[src/common/mio_cfg.svh]
/*
 * constants of the multi-lane serial interface front end: register offsets,
 * reset values, field positions, serial command codes and frame bit counts.
 * assumes it is included by bare name before the package is used.
 */
//
// Overview of operation
// serial clock may idle low or high
// both clock modes work in every protocol
// output lanes driven only while selected
// master keeps protect and hold pins defined
// extended protocol default, command on lane0
// volatile bit6=0, bit7=1 selects two lanes
// volatile bit7=0 selects four lanes
// volatile protocol lost at power-on
// rescue or new write restores default
// nonvolatile bit2=0 boots two-lane protocol
// nonvolatile choice persists until bit set; here presetn also reloads RST_NVCFG
// nonvolatile bit3=0 boots four-lane protocol
// six user registers are reachable
// hidden working configuration governs operation; here it is readable at OFF_PROTO
// working configuration loaded from nonvolatile at boot
// volatile writes copied to working configuration
// sample on rising, drive from falling
// four-lane selection beats two-lane selection
`ifndef MIO_CFG_SVH
`define MIO_CFG_SVH

// register byte offsets
`define OFF_STATUS 8'h00
`define OFF_NVCFG 8'h04
`define OFF_VCFG 8'h08
`define OFF_EVCFG 8'h0C
`define OFF_FLAG 8'h10
`define OFF_LOCK 8'h14
`define OFF_CTRL 8'h18
`define OFF_PROTO 8'h1C

// reset values
`define RST_STATUS 8'h00
`define RST_NVCFG 16'hFFFF
`define RST_VCFG 8'hFB
`define RST_EVCFG 8'hFF
`define RST_FLAG 8'h80
`define RST_LOCK 8'h00

// field positions
`define NV_DUAL_BIT 2
`define NV_QUAD_BIT 3
`define EV_DUAL_BIT 6
`define EV_QUAD_BIT 7
`define CTRL_BOOT_BIT 0
`define CTRL_RESCUE_BIT 1

// serial command codes
`define OP_WR_VCFG 8'h81
`define OP_WR_EVCFG 8'h61
`define OP_RD_STATUS 8'h05
`define OP_RD_VCFG 8'h85
`define OP_RD_EVCFG 8'h65
`define OP_RD_FLAG 8'h70

// frame bit counts
`define CMD_BITS 5'd8
`define WR_BITS 5'd16
`define OVER_BITS 5'd17

`endif

[src/common/mio_pkg.sv]
/*
 * types of the multi-lane serial interface front end.
 * assumes nothing beyond a SystemVerilog compiler.
 */
package mio_pkg;

	// lane protocol in force
	typedef enum logic [1:0] {
		PROTO_EXT = 2'b00,
		PROTO_DUAL = 2'b01,
		PROTO_QUAD = 2'b10
	} proto_t;

	// position inside a serial frame
	typedef enum logic [1:0] {
		PH_IDLE = 2'b00,
		PH_CMD = 2'b01,
		PH_WR = 2'b10,
		PH_RD = 2'b11
	} phase_t;

endpackage

[src/rtl/pin_sync.sv]
/*
 * three-flop pin synchroniser: a level is accepted once the second and
 * third flops agree. assumes pins are asynchronous to clk.
 */
`timescale 1ns/1ns

module pin_sync #(
	parameter int W = 6,
	parameter logic [5:0] RST = 6'h01
) (
	// clock and reset
	input wire logic clk,
	input wire logic rst_n,
	// pins and filtered levels
	input wire logic [W-1:0] pin_in,
	output logic [W-1:0] level
);

	logic [W-1:0] s1; // first stage, read only by s2
	logic [W-1:0] s2; // second stage
	logic [W-1:0] s3; // third stage

	////////////////////////////////////////////////////////////////////////
	genvar i;
	generate
		for (i = 0; i < W; i++) begin : g_bit
			// three stages, level follows when stages two and three agree
			always_ff @(posedge clk or negedge rst_n) begin
				if (!rst_n) begin
					s1[i] <= RST[i];
					s2[i] <= RST[i];
					s3[i] <= RST[i];
					level[i] <= RST[i];
				end else begin
					s1[i] <= pin_in[i];
					s2[i] <= s1[i];
					s3[i] <= s2[i];
					if (s2[i] == s3[i]) begin
						level[i] <= s3[i];
					end
				end
			end
		end
	endgenerate

endmodule // pin_sync

[src/rtl/multi_io_protocol_config.sv]
/*
 * multi-lane serial interface front end: apb register file, working
 * configuration, lane protocol selection and a small serial command engine.
 * assumes the serial clock half period spans several pclk periods.
 */
`timescale 1ns/1ns
`include "mio_cfg.svh"

module multi_io_protocol_config (
	// clock and reset
	input wire logic pclk,
	input wire logic presetn,
	// apb slave
	input wire logic psel,
	input wire logic penable,
	input wire logic pwrite,
	input wire logic [7:0] paddr,
	input wire logic [31:0] pwdata,
	output logic [31:0] prdata,
	output logic pready,
	output logic pslverr,
	// serial pins
	input wire logic cs_n_pin,
	input wire logic sclk_pin,
	input wire logic [3:0] lane_in,
	output logic [3:0] lane_out,
	output logic [3:0] lane_oe,
	// protocol in force
	output mio_pkg::proto_t active_proto
);
	import mio_pkg::*;

	////////////////////////////////////////////////////////////////////////
	// declarations
	logic [5:0] pin_level; // {lanes, sclk, cs_n} after synchroniser
	logic cs_n_s; // filtered chip select
	logic sclk_s; // filtered serial clock
	logic [3:0] lane_s; // filtered lanes
	logic sclk_prev; // serial clock one cycle back
	logic cs_prev; // selection one cycle back
	logic selected; // device selected
	logic rise; // rising serial edge while selected
	logic fall; // falling serial edge while selected
	logic frame_end; // selection just released
	logic [7:0] status_reg; // status register
	logic [15:0] nvcfg; // nonvolatile configuration
	logic [7:0] vcfg; // volatile configuration
	logic [7:0] evcfg; // enhanced volatile configuration
	logic [7:0] flag_reg; // flag status register
	logic [7:0] lock_reg; // lock register
	proto_t proto; // working configuration: protocol
	logic boot_pend; // working configuration reload pending
	phase_t phase; // frame phase
	logic [4:0] bit_cnt; // bits taken in this frame
	logic [15:0] in_shift; // received bits
	logic [7:0] out_shift; // bits to present
	logic [4:0] step; // bits per serial edge
	logic [15:0] next_shift; // in_shift after this edge
	logic [4:0] next_cnt; // bit_cnt after this edge
	logic cmd_done; // command byte completes now
	logic [7:0] rd_value; // register chosen by read command
	logic setup; // apb setup cycle
	logic apb_wr; // apb write takes effect
	logic hit; // apb address mapped
	logic [31:0] rd_mux; // apb read value
	logic ser_v_wr; // serial volatile write completes
	logic ser_ev_wr; // serial enhanced write completes
	logic v_wr; // any volatile write
	logic ev_wr; // any enhanced write
	logic [7:0] v_wdata; // volatile write data
	logic [7:0] ev_wdata; // enhanced write data
	logic boot_req; // software reboot request
	logic rescue_req; // software rescue request

	////////////////////////////////////////////////////////////////////////
	// pin synchroniser
	pin_sync #(
		.W(6),
		.RST(6'h01)
	) u_sync (
		.clk(pclk),
		.rst_n(presetn),
		.pin_in({lane_in, sclk_pin, cs_n_pin}),
		.level(pin_level)
	);

	assign cs_n_s = pin_level[0];
	assign sclk_s = pin_level[1];
	assign lane_s = pin_level[5:2];
	assign selected = ~cs_n_s;

	// edge history of filtered serial clock and selection
	always_ff @(posedge pclk or negedge presetn) begin
		if (!presetn) begin
			sclk_prev <= 1'b0;
			cs_prev <= 1'b0;
		end else begin
			sclk_prev <= sclk_s;
			cs_prev <= selected;
		end
	end

	// idle level free
	// edges only counted while selected, so idle level never matters
	assign rise = selected & sclk_s & ~sclk_prev;
	assign fall = selected & ~sclk_s & sclk_prev;
	assign frame_end = cs_prev & ~selected;

	////////////////////////////////////////////////////////////////////////
	// lane width and receive shifter
	// width per protocol
	always_comb begin
		step = 5'd1;
		next_shift = {in_shift[14:0], lane_s[0]};
		unique case (proto)
			// extended command on lane0
			PROTO_EXT: begin
				step = 5'd1;
				next_shift = {in_shift[14:0], lane_s[0]};
			end
			// two lanes
			PROTO_DUAL: begin
				step = 5'd2;
				next_shift = {in_shift[13:0], lane_s[1:0]};
			end
			// four lanes
			PROTO_QUAD: begin
				step = 5'd4;
				next_shift = {in_shift[11:0], lane_s};
			end
			default: begin
				step = 5'd1;
				next_shift = {in_shift[14:0], lane_s[0]};
			end
		endcase
	end

	// bit count saturates past a full write so odd lengths never commit
	assign next_cnt = (bit_cnt >= `WR_BITS) ? `OVER_BITS : bit_cnt + step;
	assign cmd_done = rise & (phase != PH_WR) & (phase != PH_RD) & (next_cnt == `CMD_BITS);

	// value handed out by a read command
	always_comb begin
		unique case (next_shift[7:0])
			`OP_RD_STATUS: rd_value = status_reg;
			`OP_RD_VCFG: rd_value = vcfg;
			`OP_RD_EVCFG: rd_value = evcfg;
			`OP_RD_FLAG: rd_value = flag_reg;
			default: rd_value = 8'h00;
		endcase
	end

	// sample rising
	// frame sequencing on rising serial edges
	always_ff @(posedge pclk or negedge presetn) begin
		if (!presetn) begin
			phase <= PH_IDLE;
			bit_cnt <= 5'd0;
			in_shift <= 16'h0000;
		end else if (!selected) begin
			phase <= PH_IDLE;
			bit_cnt <= 5'd0;
		end else if (rise) begin
			unique case (phase)
				// command byte
				PH_IDLE, PH_CMD: begin
					in_shift <= next_shift;
					bit_cnt <= next_cnt;
					if (next_cnt == `CMD_BITS) begin
						unique case (next_shift[7:0])
							`OP_RD_STATUS, `OP_RD_VCFG, `OP_RD_EVCFG, `OP_RD_FLAG: begin
								phase <= PH_RD;
							end
							default: begin
								phase <= PH_WR;
							end
						endcase
					end else begin
						phase <= PH_CMD;
					end
				end
				// data byte of a write
				PH_WR: begin
					in_shift <= next_shift;
					bit_cnt <= next_cnt;
				end
				// read: input ignored
				PH_RD: begin
					bit_cnt <= bit_cnt;
				end
			endcase
		end
	end

	// write completes at release with exactly one command and one data byte
	assign ser_v_wr = frame_end & (phase == PH_WR) & (bit_cnt == `WR_BITS)
		& (in_shift[15:8] == `OP_WR_VCFG);
	assign ser_ev_wr = frame_end & (phase == PH_WR) & (bit_cnt == `WR_BITS)
		& (in_shift[15:8] == `OP_WR_EVCFG);

	////////////////////////////////////////////////////////////////////////
	// output lanes
	// drive from falling
	always_ff @(posedge pclk or negedge presetn) begin
		if (!presetn) begin
			out_shift <= 8'h00;
			lane_out <= 4'h0;
			lane_oe <= 4'h0;
		end else if (!selected) begin
			// release when deselected
			lane_oe <= 4'h0;
		end else if (cmd_done) begin
			// load the answer once the command byte is in
			out_shift <= rd_value;
		end else if (fall && phase == PH_RD) begin
			unique case (proto)
				// one bit on the serial output lane
				PROTO_EXT: begin
					lane_out <= {2'b00, out_shift[7], 1'b0};
					lane_oe <= 4'h2;
					out_shift <= {out_shift[6:0], out_shift[7]};
				end
				// two bits on lanes 1:0
				PROTO_DUAL: begin
					lane_out <= {2'b00, out_shift[7:6]};
					lane_oe <= 4'h3;
					out_shift <= {out_shift[5:0], out_shift[7:6]};
				end
				// four bits on lanes 3:0
				PROTO_QUAD: begin
					lane_out <= out_shift[7:4];
					lane_oe <= 4'hF;
					out_shift <= {out_shift[3:0], out_shift[7:4]};
				end
				default: begin
					lane_oe <= 4'h0;
				end
			endcase
		end
	end

	////////////////////////////////////////////////////////////////////////
	// apb decode
	assign setup = psel & ~penable;
	assign apb_wr = psel & penable & pready & pwrite;
	assign boot_req = apb_wr & (paddr == `OFF_CTRL) & pwdata[`CTRL_BOOT_BIT];
	assign rescue_req = apb_wr & (paddr == `OFF_CTRL) & pwdata[`CTRL_RESCUE_BIT];

	// serial write wins a same-cycle clash with apb
	assign v_wr = ser_v_wr | (apb_wr & (paddr == `OFF_VCFG));
	assign ev_wr = ser_ev_wr | (apb_wr & (paddr == `OFF_EVCFG));
	assign v_wdata = ser_v_wr ? in_shift[7:0] : pwdata[7:0];
	assign ev_wdata = ser_ev_wr ? in_shift[7:0] : pwdata[7:0];

	// register set
	always_comb begin
		hit = 1'b1;
		rd_mux = 32'h00000000;
		unique case (paddr)
			`OFF_STATUS: rd_mux = {24'h000000, status_reg};
			`OFF_NVCFG: rd_mux = {16'h0000, nvcfg};
			`OFF_VCFG: rd_mux = {24'h000000, vcfg};
			`OFF_EVCFG: rd_mux = {24'h000000, evcfg};
			`OFF_FLAG: rd_mux = {24'h000000, flag_reg};
			`OFF_LOCK: rd_mux = {24'h000000, lock_reg};
			`OFF_CTRL: rd_mux = 32'h00000000;
			`OFF_PROTO: rd_mux = {30'h00000000, proto};
			default: hit = 1'b0;
		endcase
	end

	// answer registered in setup, ready in the first access cycle
	always_ff @(posedge pclk or negedge presetn) begin
		if (!presetn) begin
			pready <= 1'b0;
			pslverr <= 1'b0;
			prdata <= 32'h00000000;
		end else begin
			pready <= setup;
			pslverr <= setup & ~hit;
			if (setup) begin
				prdata <= pwrite ? 32'h00000000 : rd_mux;
			end
		end
	end

	////////////////////////////////////////////////////////////////////////
	// plain user registers
	always_ff @(posedge pclk or negedge presetn) begin
		if (!presetn) begin
			status_reg <= `RST_STATUS;
			flag_reg <= `RST_FLAG;
			lock_reg <= `RST_LOCK;
		end else if (apb_wr) begin
			if (paddr == `OFF_STATUS) begin
				status_reg <= pwdata[7:0];
			end
			if (paddr == `OFF_FLAG) begin
				flag_reg <= pwdata[7:0];
			end
			if (paddr == `OFF_LOCK) begin
				lock_reg <= pwdata[7:0];
			end
		end
	end

	// nonvolatile holds choice
	// only an explicit write or presetn changes it; reboot and rescue leave it alone
	always_ff @(posedge pclk or negedge presetn) begin
		if (!presetn) begin
			nvcfg <= `RST_NVCFG;
		end else if (apb_wr && paddr == `OFF_NVCFG) begin
			nvcfg <= pwdata[15:0];
		end
	end

	// volatile lost at boot
	always_ff @(posedge pclk or negedge presetn) begin
		if (!presetn) begin
			vcfg <= `RST_VCFG;
		end else if (boot_req) begin
			vcfg <= `RST_VCFG;
		end else if (v_wr) begin
			vcfg <= v_wdata;
		end
	end

	// enhanced volatile register, rescue restores its protocol bits
	always_ff @(posedge pclk or negedge presetn) begin
		if (!presetn) begin
			evcfg <= `RST_EVCFG;
		end else if (boot_req) begin
			evcfg <= `RST_EVCFG;
		end else if (rescue_req) begin
			evcfg[`EV_QUAD_BIT] <= 1'b1;
			evcfg[`EV_DUAL_BIT] <= 1'b1;
		end else if (ev_wr) begin
			evcfg <= ev_wdata;
		end
	end

	////////////////////////////////////////////////////////////////////////
	// working configuration
	// reload pending after reset release or a software reboot
	always_ff @(posedge pclk or negedge presetn) begin
		if (!presetn) begin
			boot_pend <= 1'b1;
		end else begin
			boot_pend <= boot_req;
		end
	end

	// working protocol, also readable at OFF_PROTO
	always_ff @(posedge pclk or negedge presetn) begin
		if (!presetn) begin
			proto <= PROTO_EXT;
		end else if (boot_pend) begin
			// load from nonvolatile
			if (!nvcfg[`NV_QUAD_BIT]) begin
				// boot four lanes
				proto <= PROTO_QUAD;
			end else if (!nvcfg[`NV_DUAL_BIT]) begin
				// boot two lanes
				proto <= PROTO_DUAL;
			end else begin
				proto <= PROTO_EXT;
			end
		end else if (rescue_req) begin
			// rescue to default
			proto <= PROTO_EXT;
		end else if (ev_wr) begin
			// copy at once
			if (!ev_wdata[`EV_QUAD_BIT]) begin
				// four lanes first
				proto <= PROTO_QUAD;
			end else if (!ev_wdata[`EV_DUAL_BIT]) begin
				// two lanes
				proto <= PROTO_DUAL;
			end else begin
				// new write to default
				proto <= PROTO_EXT;
			end
		end
	end

	// protocol output mirrors the working configuration
	always_ff @(posedge pclk or negedge presetn) begin
		if (!presetn) begin
			active_proto <= PROTO_EXT;
		end else begin
			active_proto <= proto;
		end
	end

endmodule // multi_io_protocol_config

[config.mk]
export PLATFORM = sky130hd
export DESIGN_NAME = multi_io_protocol_config
export DESIGN_NICKNAME = d
export VERILOG_FILES = /design/src/common/mio_pkg.sv /design/src/rtl/pin_sync.sv /design/src/rtl/multi_io_protocol_config.sv
export VERILOG_INCLUDE_DIRS = /design/src /design/src/common
export SDC_FILE = /design/constraint.sdc
export NUM_CORES = 1
export LEC_CHECK = 0
export BUFFER_PORTS_ARGS = -buffer_cell sky130_fd_sc_hd__buf_4
export CORE_ASPECT_RATIO = 0.8
export CORE_MARGIN = 8
export CORE_UTILIZATION = 62
export CTS_CLUSTER_DIAMETER = 60
export DETAILED_ROUTE_END_ITERATION = 6
export PLACE_DENSITY = 0.91
export SYNTH_ARGS = -nofsm -noshare
export SYNTH_HDL_FRONTEND = slang
export SYNTH_SLANG_ARGS = --single-unit
[constraint.sdc]
create_clock -name pclk -period 6.7 [get_ports pclk]
set_input_delay 0.67 -clock pclk [delete_from_list [all_inputs] [get_ports pclk]]
set_output_delay 0.67 -clock pclk [all_outputs]
set_load 0.1 [all_outputs]
==> summary.txt <==
Die Ht - 111 microns
Final Util - 73.6%
Outcome - complete, no violations
Final worst slack - 2.23 ns
Layout Skew - 0.00774 ns
Worst VDD drop - 0.000191 V
Max Cap Viol - 0
DR DRC count - 0
Routed wire per std cell - 21.3 microns
Layout area overhead - 14.9%
Core footprint - 11000 sq um
Gp weighted congestion - 0.911
Crit-path max FO - 28
Resize count post-CTS - 0
Clock buffer depth - 2
Cts hold-fix bufs - 0
Number of routed nets with antenna violations - 0
Yosys warns - 0
Detailed Routing Iterations Pass 1 - 5
Via/cell ratio - 6.47
H-tree depth - 4
Static leakage - 3.67 nW
First-pass GRT wire length - 28.0 mm
Tcrit/Tclk final - 66.7%
Die ar. - 15000 sq um
Worst hold path type - primary input to async pin
Postcts setup bufs - 0
Worst endpoint data arrival time - 4.81 ns
Min cycle time layout - 4.47 ns
Post-synthesis sequential area ratio - 51.5%
Top_reg_cell synth - dfrtp_1
Hold Fails Final Rpt - 0
Layout cell share with drive strength beyond 1 - 29.1%
Crit end category - flop
Post-DP HPWL - 12.0 mm
Mapped Cells - 625
Cell variety after synth - 57
Antenna violations before repair - 0
Post-Syn Area per Cell - 11.3 sq um
FF/Latch Area - 3620 sq um
Unrepaired setup endpoints after global routing - no
Pwr dens - 277 nW/um^2
CTS Buf Count - 17
R2R Path End - out_shift[7]
Worst R2R Setup Slack - 2.23 ns
Max Fclk - 224 MHz
Register-to-Register Path Depth - 12
Clock sinks - 143
Row cnt - 34
Synthesis-stage register bit count - 143
Initial drt markers - 596
Largest regs - in_shift: 16 flops, nvcfg: 16 flops, prdata: 16 flops
Slew headroom - 16.1%
IO Port Bufs - 62
Global route total overflow - 0
Least-Margin Pin Slew - 1.25 ns
Die X - 135 microns
RR Startpoint - proto[0]
Multi-input logic area - 3120 sq um
Via Count - 5379
Routed WL - 17.7 mm
Endpoints failing setup - 0
Clock slew at reported path FFs - 0.06 ns
Crit path required time - 7.04 ns
Maximum number of pins on one net before global-route repair - 79
Layout net count - 734
Total track usage - 23.6%
Vias in the first global route - 5248
# diodes - 0
Latest clock arrival within the worst-skew pair - 0.43 ns
Post-synth EDFFs - 0
Total power - 2.23 mW
Fin. max-slew vios - 0
Setup TNS - 0 ns
CP Launch Type - flop
Synth async-reset ratio - 100%
# fillers - 697
Synthesized cell area - 7030 sq um
Setup slack after placement - 2.34 ns
Root Driver - clkbuf_16
Initial Utilization - 64.1%
Kind of critical path - flop to flop
CTS tree - done
Hold_ws - 0.274 ns
I/O Pins - 95
[worst max-delay path, stage by stage (launching register included)]
cell       delay [ns]
dfrtp_1          0.50
inv_1            0.15
ha_1             0.31
buf_4            0.25
inv_1            0.51
ha_1             0.29
inv_1            0.06
fa_1             0.45
o21a_1           0.22
o2bb2ai_1        0.14
nand4_1          0.20
nor4b_2          1.01
mux2i_1          0.28
[synthesized netlist by cell type (all sizes together) (5+ instances only)]
cell type	n	area share [%]
dfrtp	106	38
nor2	49	2.7
nand2	48	2.6
mux2	45	7.2
mux2i	38	5.6
dfstp	37	14
o21ai	36	2.6
a21oi	32	2.3
buf	29	2.8
clkbuf	24	1.3
a22o	23	2.9
inv	17	0.91
a221oi	15	1.9
nor3	13	1.0
a22oi	12	1.3
nand3	10	0.71
o2bb2ai	10	1.2
o31ai	10	1.1
ha	8	1.4
mux4	8	2.6
maj3	6	0.85
nand2b	5	0.44
nor4b	5	0.80
[logic make-up (layout without fill, tap and decap cells)]
family	Yosys count	in the layout	share of synthesized area [%]
mux	91	91	15.4
buf+inv	70	117	5.00
xor+xnor	3	3	0.374
other cells	1	16	0.0533
flops	143	143	51.5
fa+ha+maj	15	15	2.56
simple gates	153	153	10.7
compound gates	149	149	14.4
[power breakdown]
group	internal, mW	switching, mW
clock	0.526	0.402
sequential	0.922	0.0854
combinational	0.104	0.195
total	1.55	0.683
[cells in the final DEF (no fill, tap or decap), drive strengths merged, types with 2 or more instances in the layout]
cell type  Yosys  final
dfrtp        106    106
buf           29     68
nor2          49     49
nand2         48     48
mux2          45     45
mux2i         38     38
dfstp         37     37
o21ai         36     36
a21oi         32     32
inv           17     26
a22o          23     23
clkbuf        24     18
conb           1     16
a221oi        15     15
nor3          13     13
a22oi         12     12
nand3         10     10
o2bb2ai       10     10
o31ai         10     10
mux4           8      8
ha             8      8
maj3           6      6
nand2b         5      5
nor4b          5      5
nand4          4      4
clkinv         0      4
nand3b         3      3
or3            3      3
nor2b          3      3
or4            2      2
or2            2      2
xnor2          2      2
o21a           2      2
a31oi          2      2
a211oi         2      2
nor4           2      2
[worst max path at each step]
stage / slack [ns] / depth (start not counted) / start / endpoint
floorplan: 3.20 / 15 / proto[0] / out_shift[7]
global placement: 2.52 / 12 / proto[0] / out_shift[7]
detailed placement: 2.34 / 12 / proto[0] / out_shift[0]
CTS: 2.30 / 12 / proto[0] / out_shift[6]
global route: 1.97 / 12 / proto[0] / out_shift[2]
finish: 2.23 / 12 / proto[0] / out_shift[7]
[area by class of cell]
type	instances	share of cell area, %
multi-input combinational	427	38.6
timing repair buffer	68	6.36
sequential	143	44.9
clock buffer	18	5.31
clock inverter	14	1.84
inverter	17	0.790
tap	144	2.23
[layer usage]
layer	track usage (%)	wire (microns)
met4	10.8	478
met2	37.2	8470
met3	5.03	1660
met5	0	0
met1	30.5	7110
[metrics by stage]
step,std cells,area [sq um]
after floorplan,640,7090
after global placement,799,7500
after detailed placement,799,7500
after CTS,831,8080
after global routing,831,8080
final,831,8080
Power figures use the tool's default switching activity.
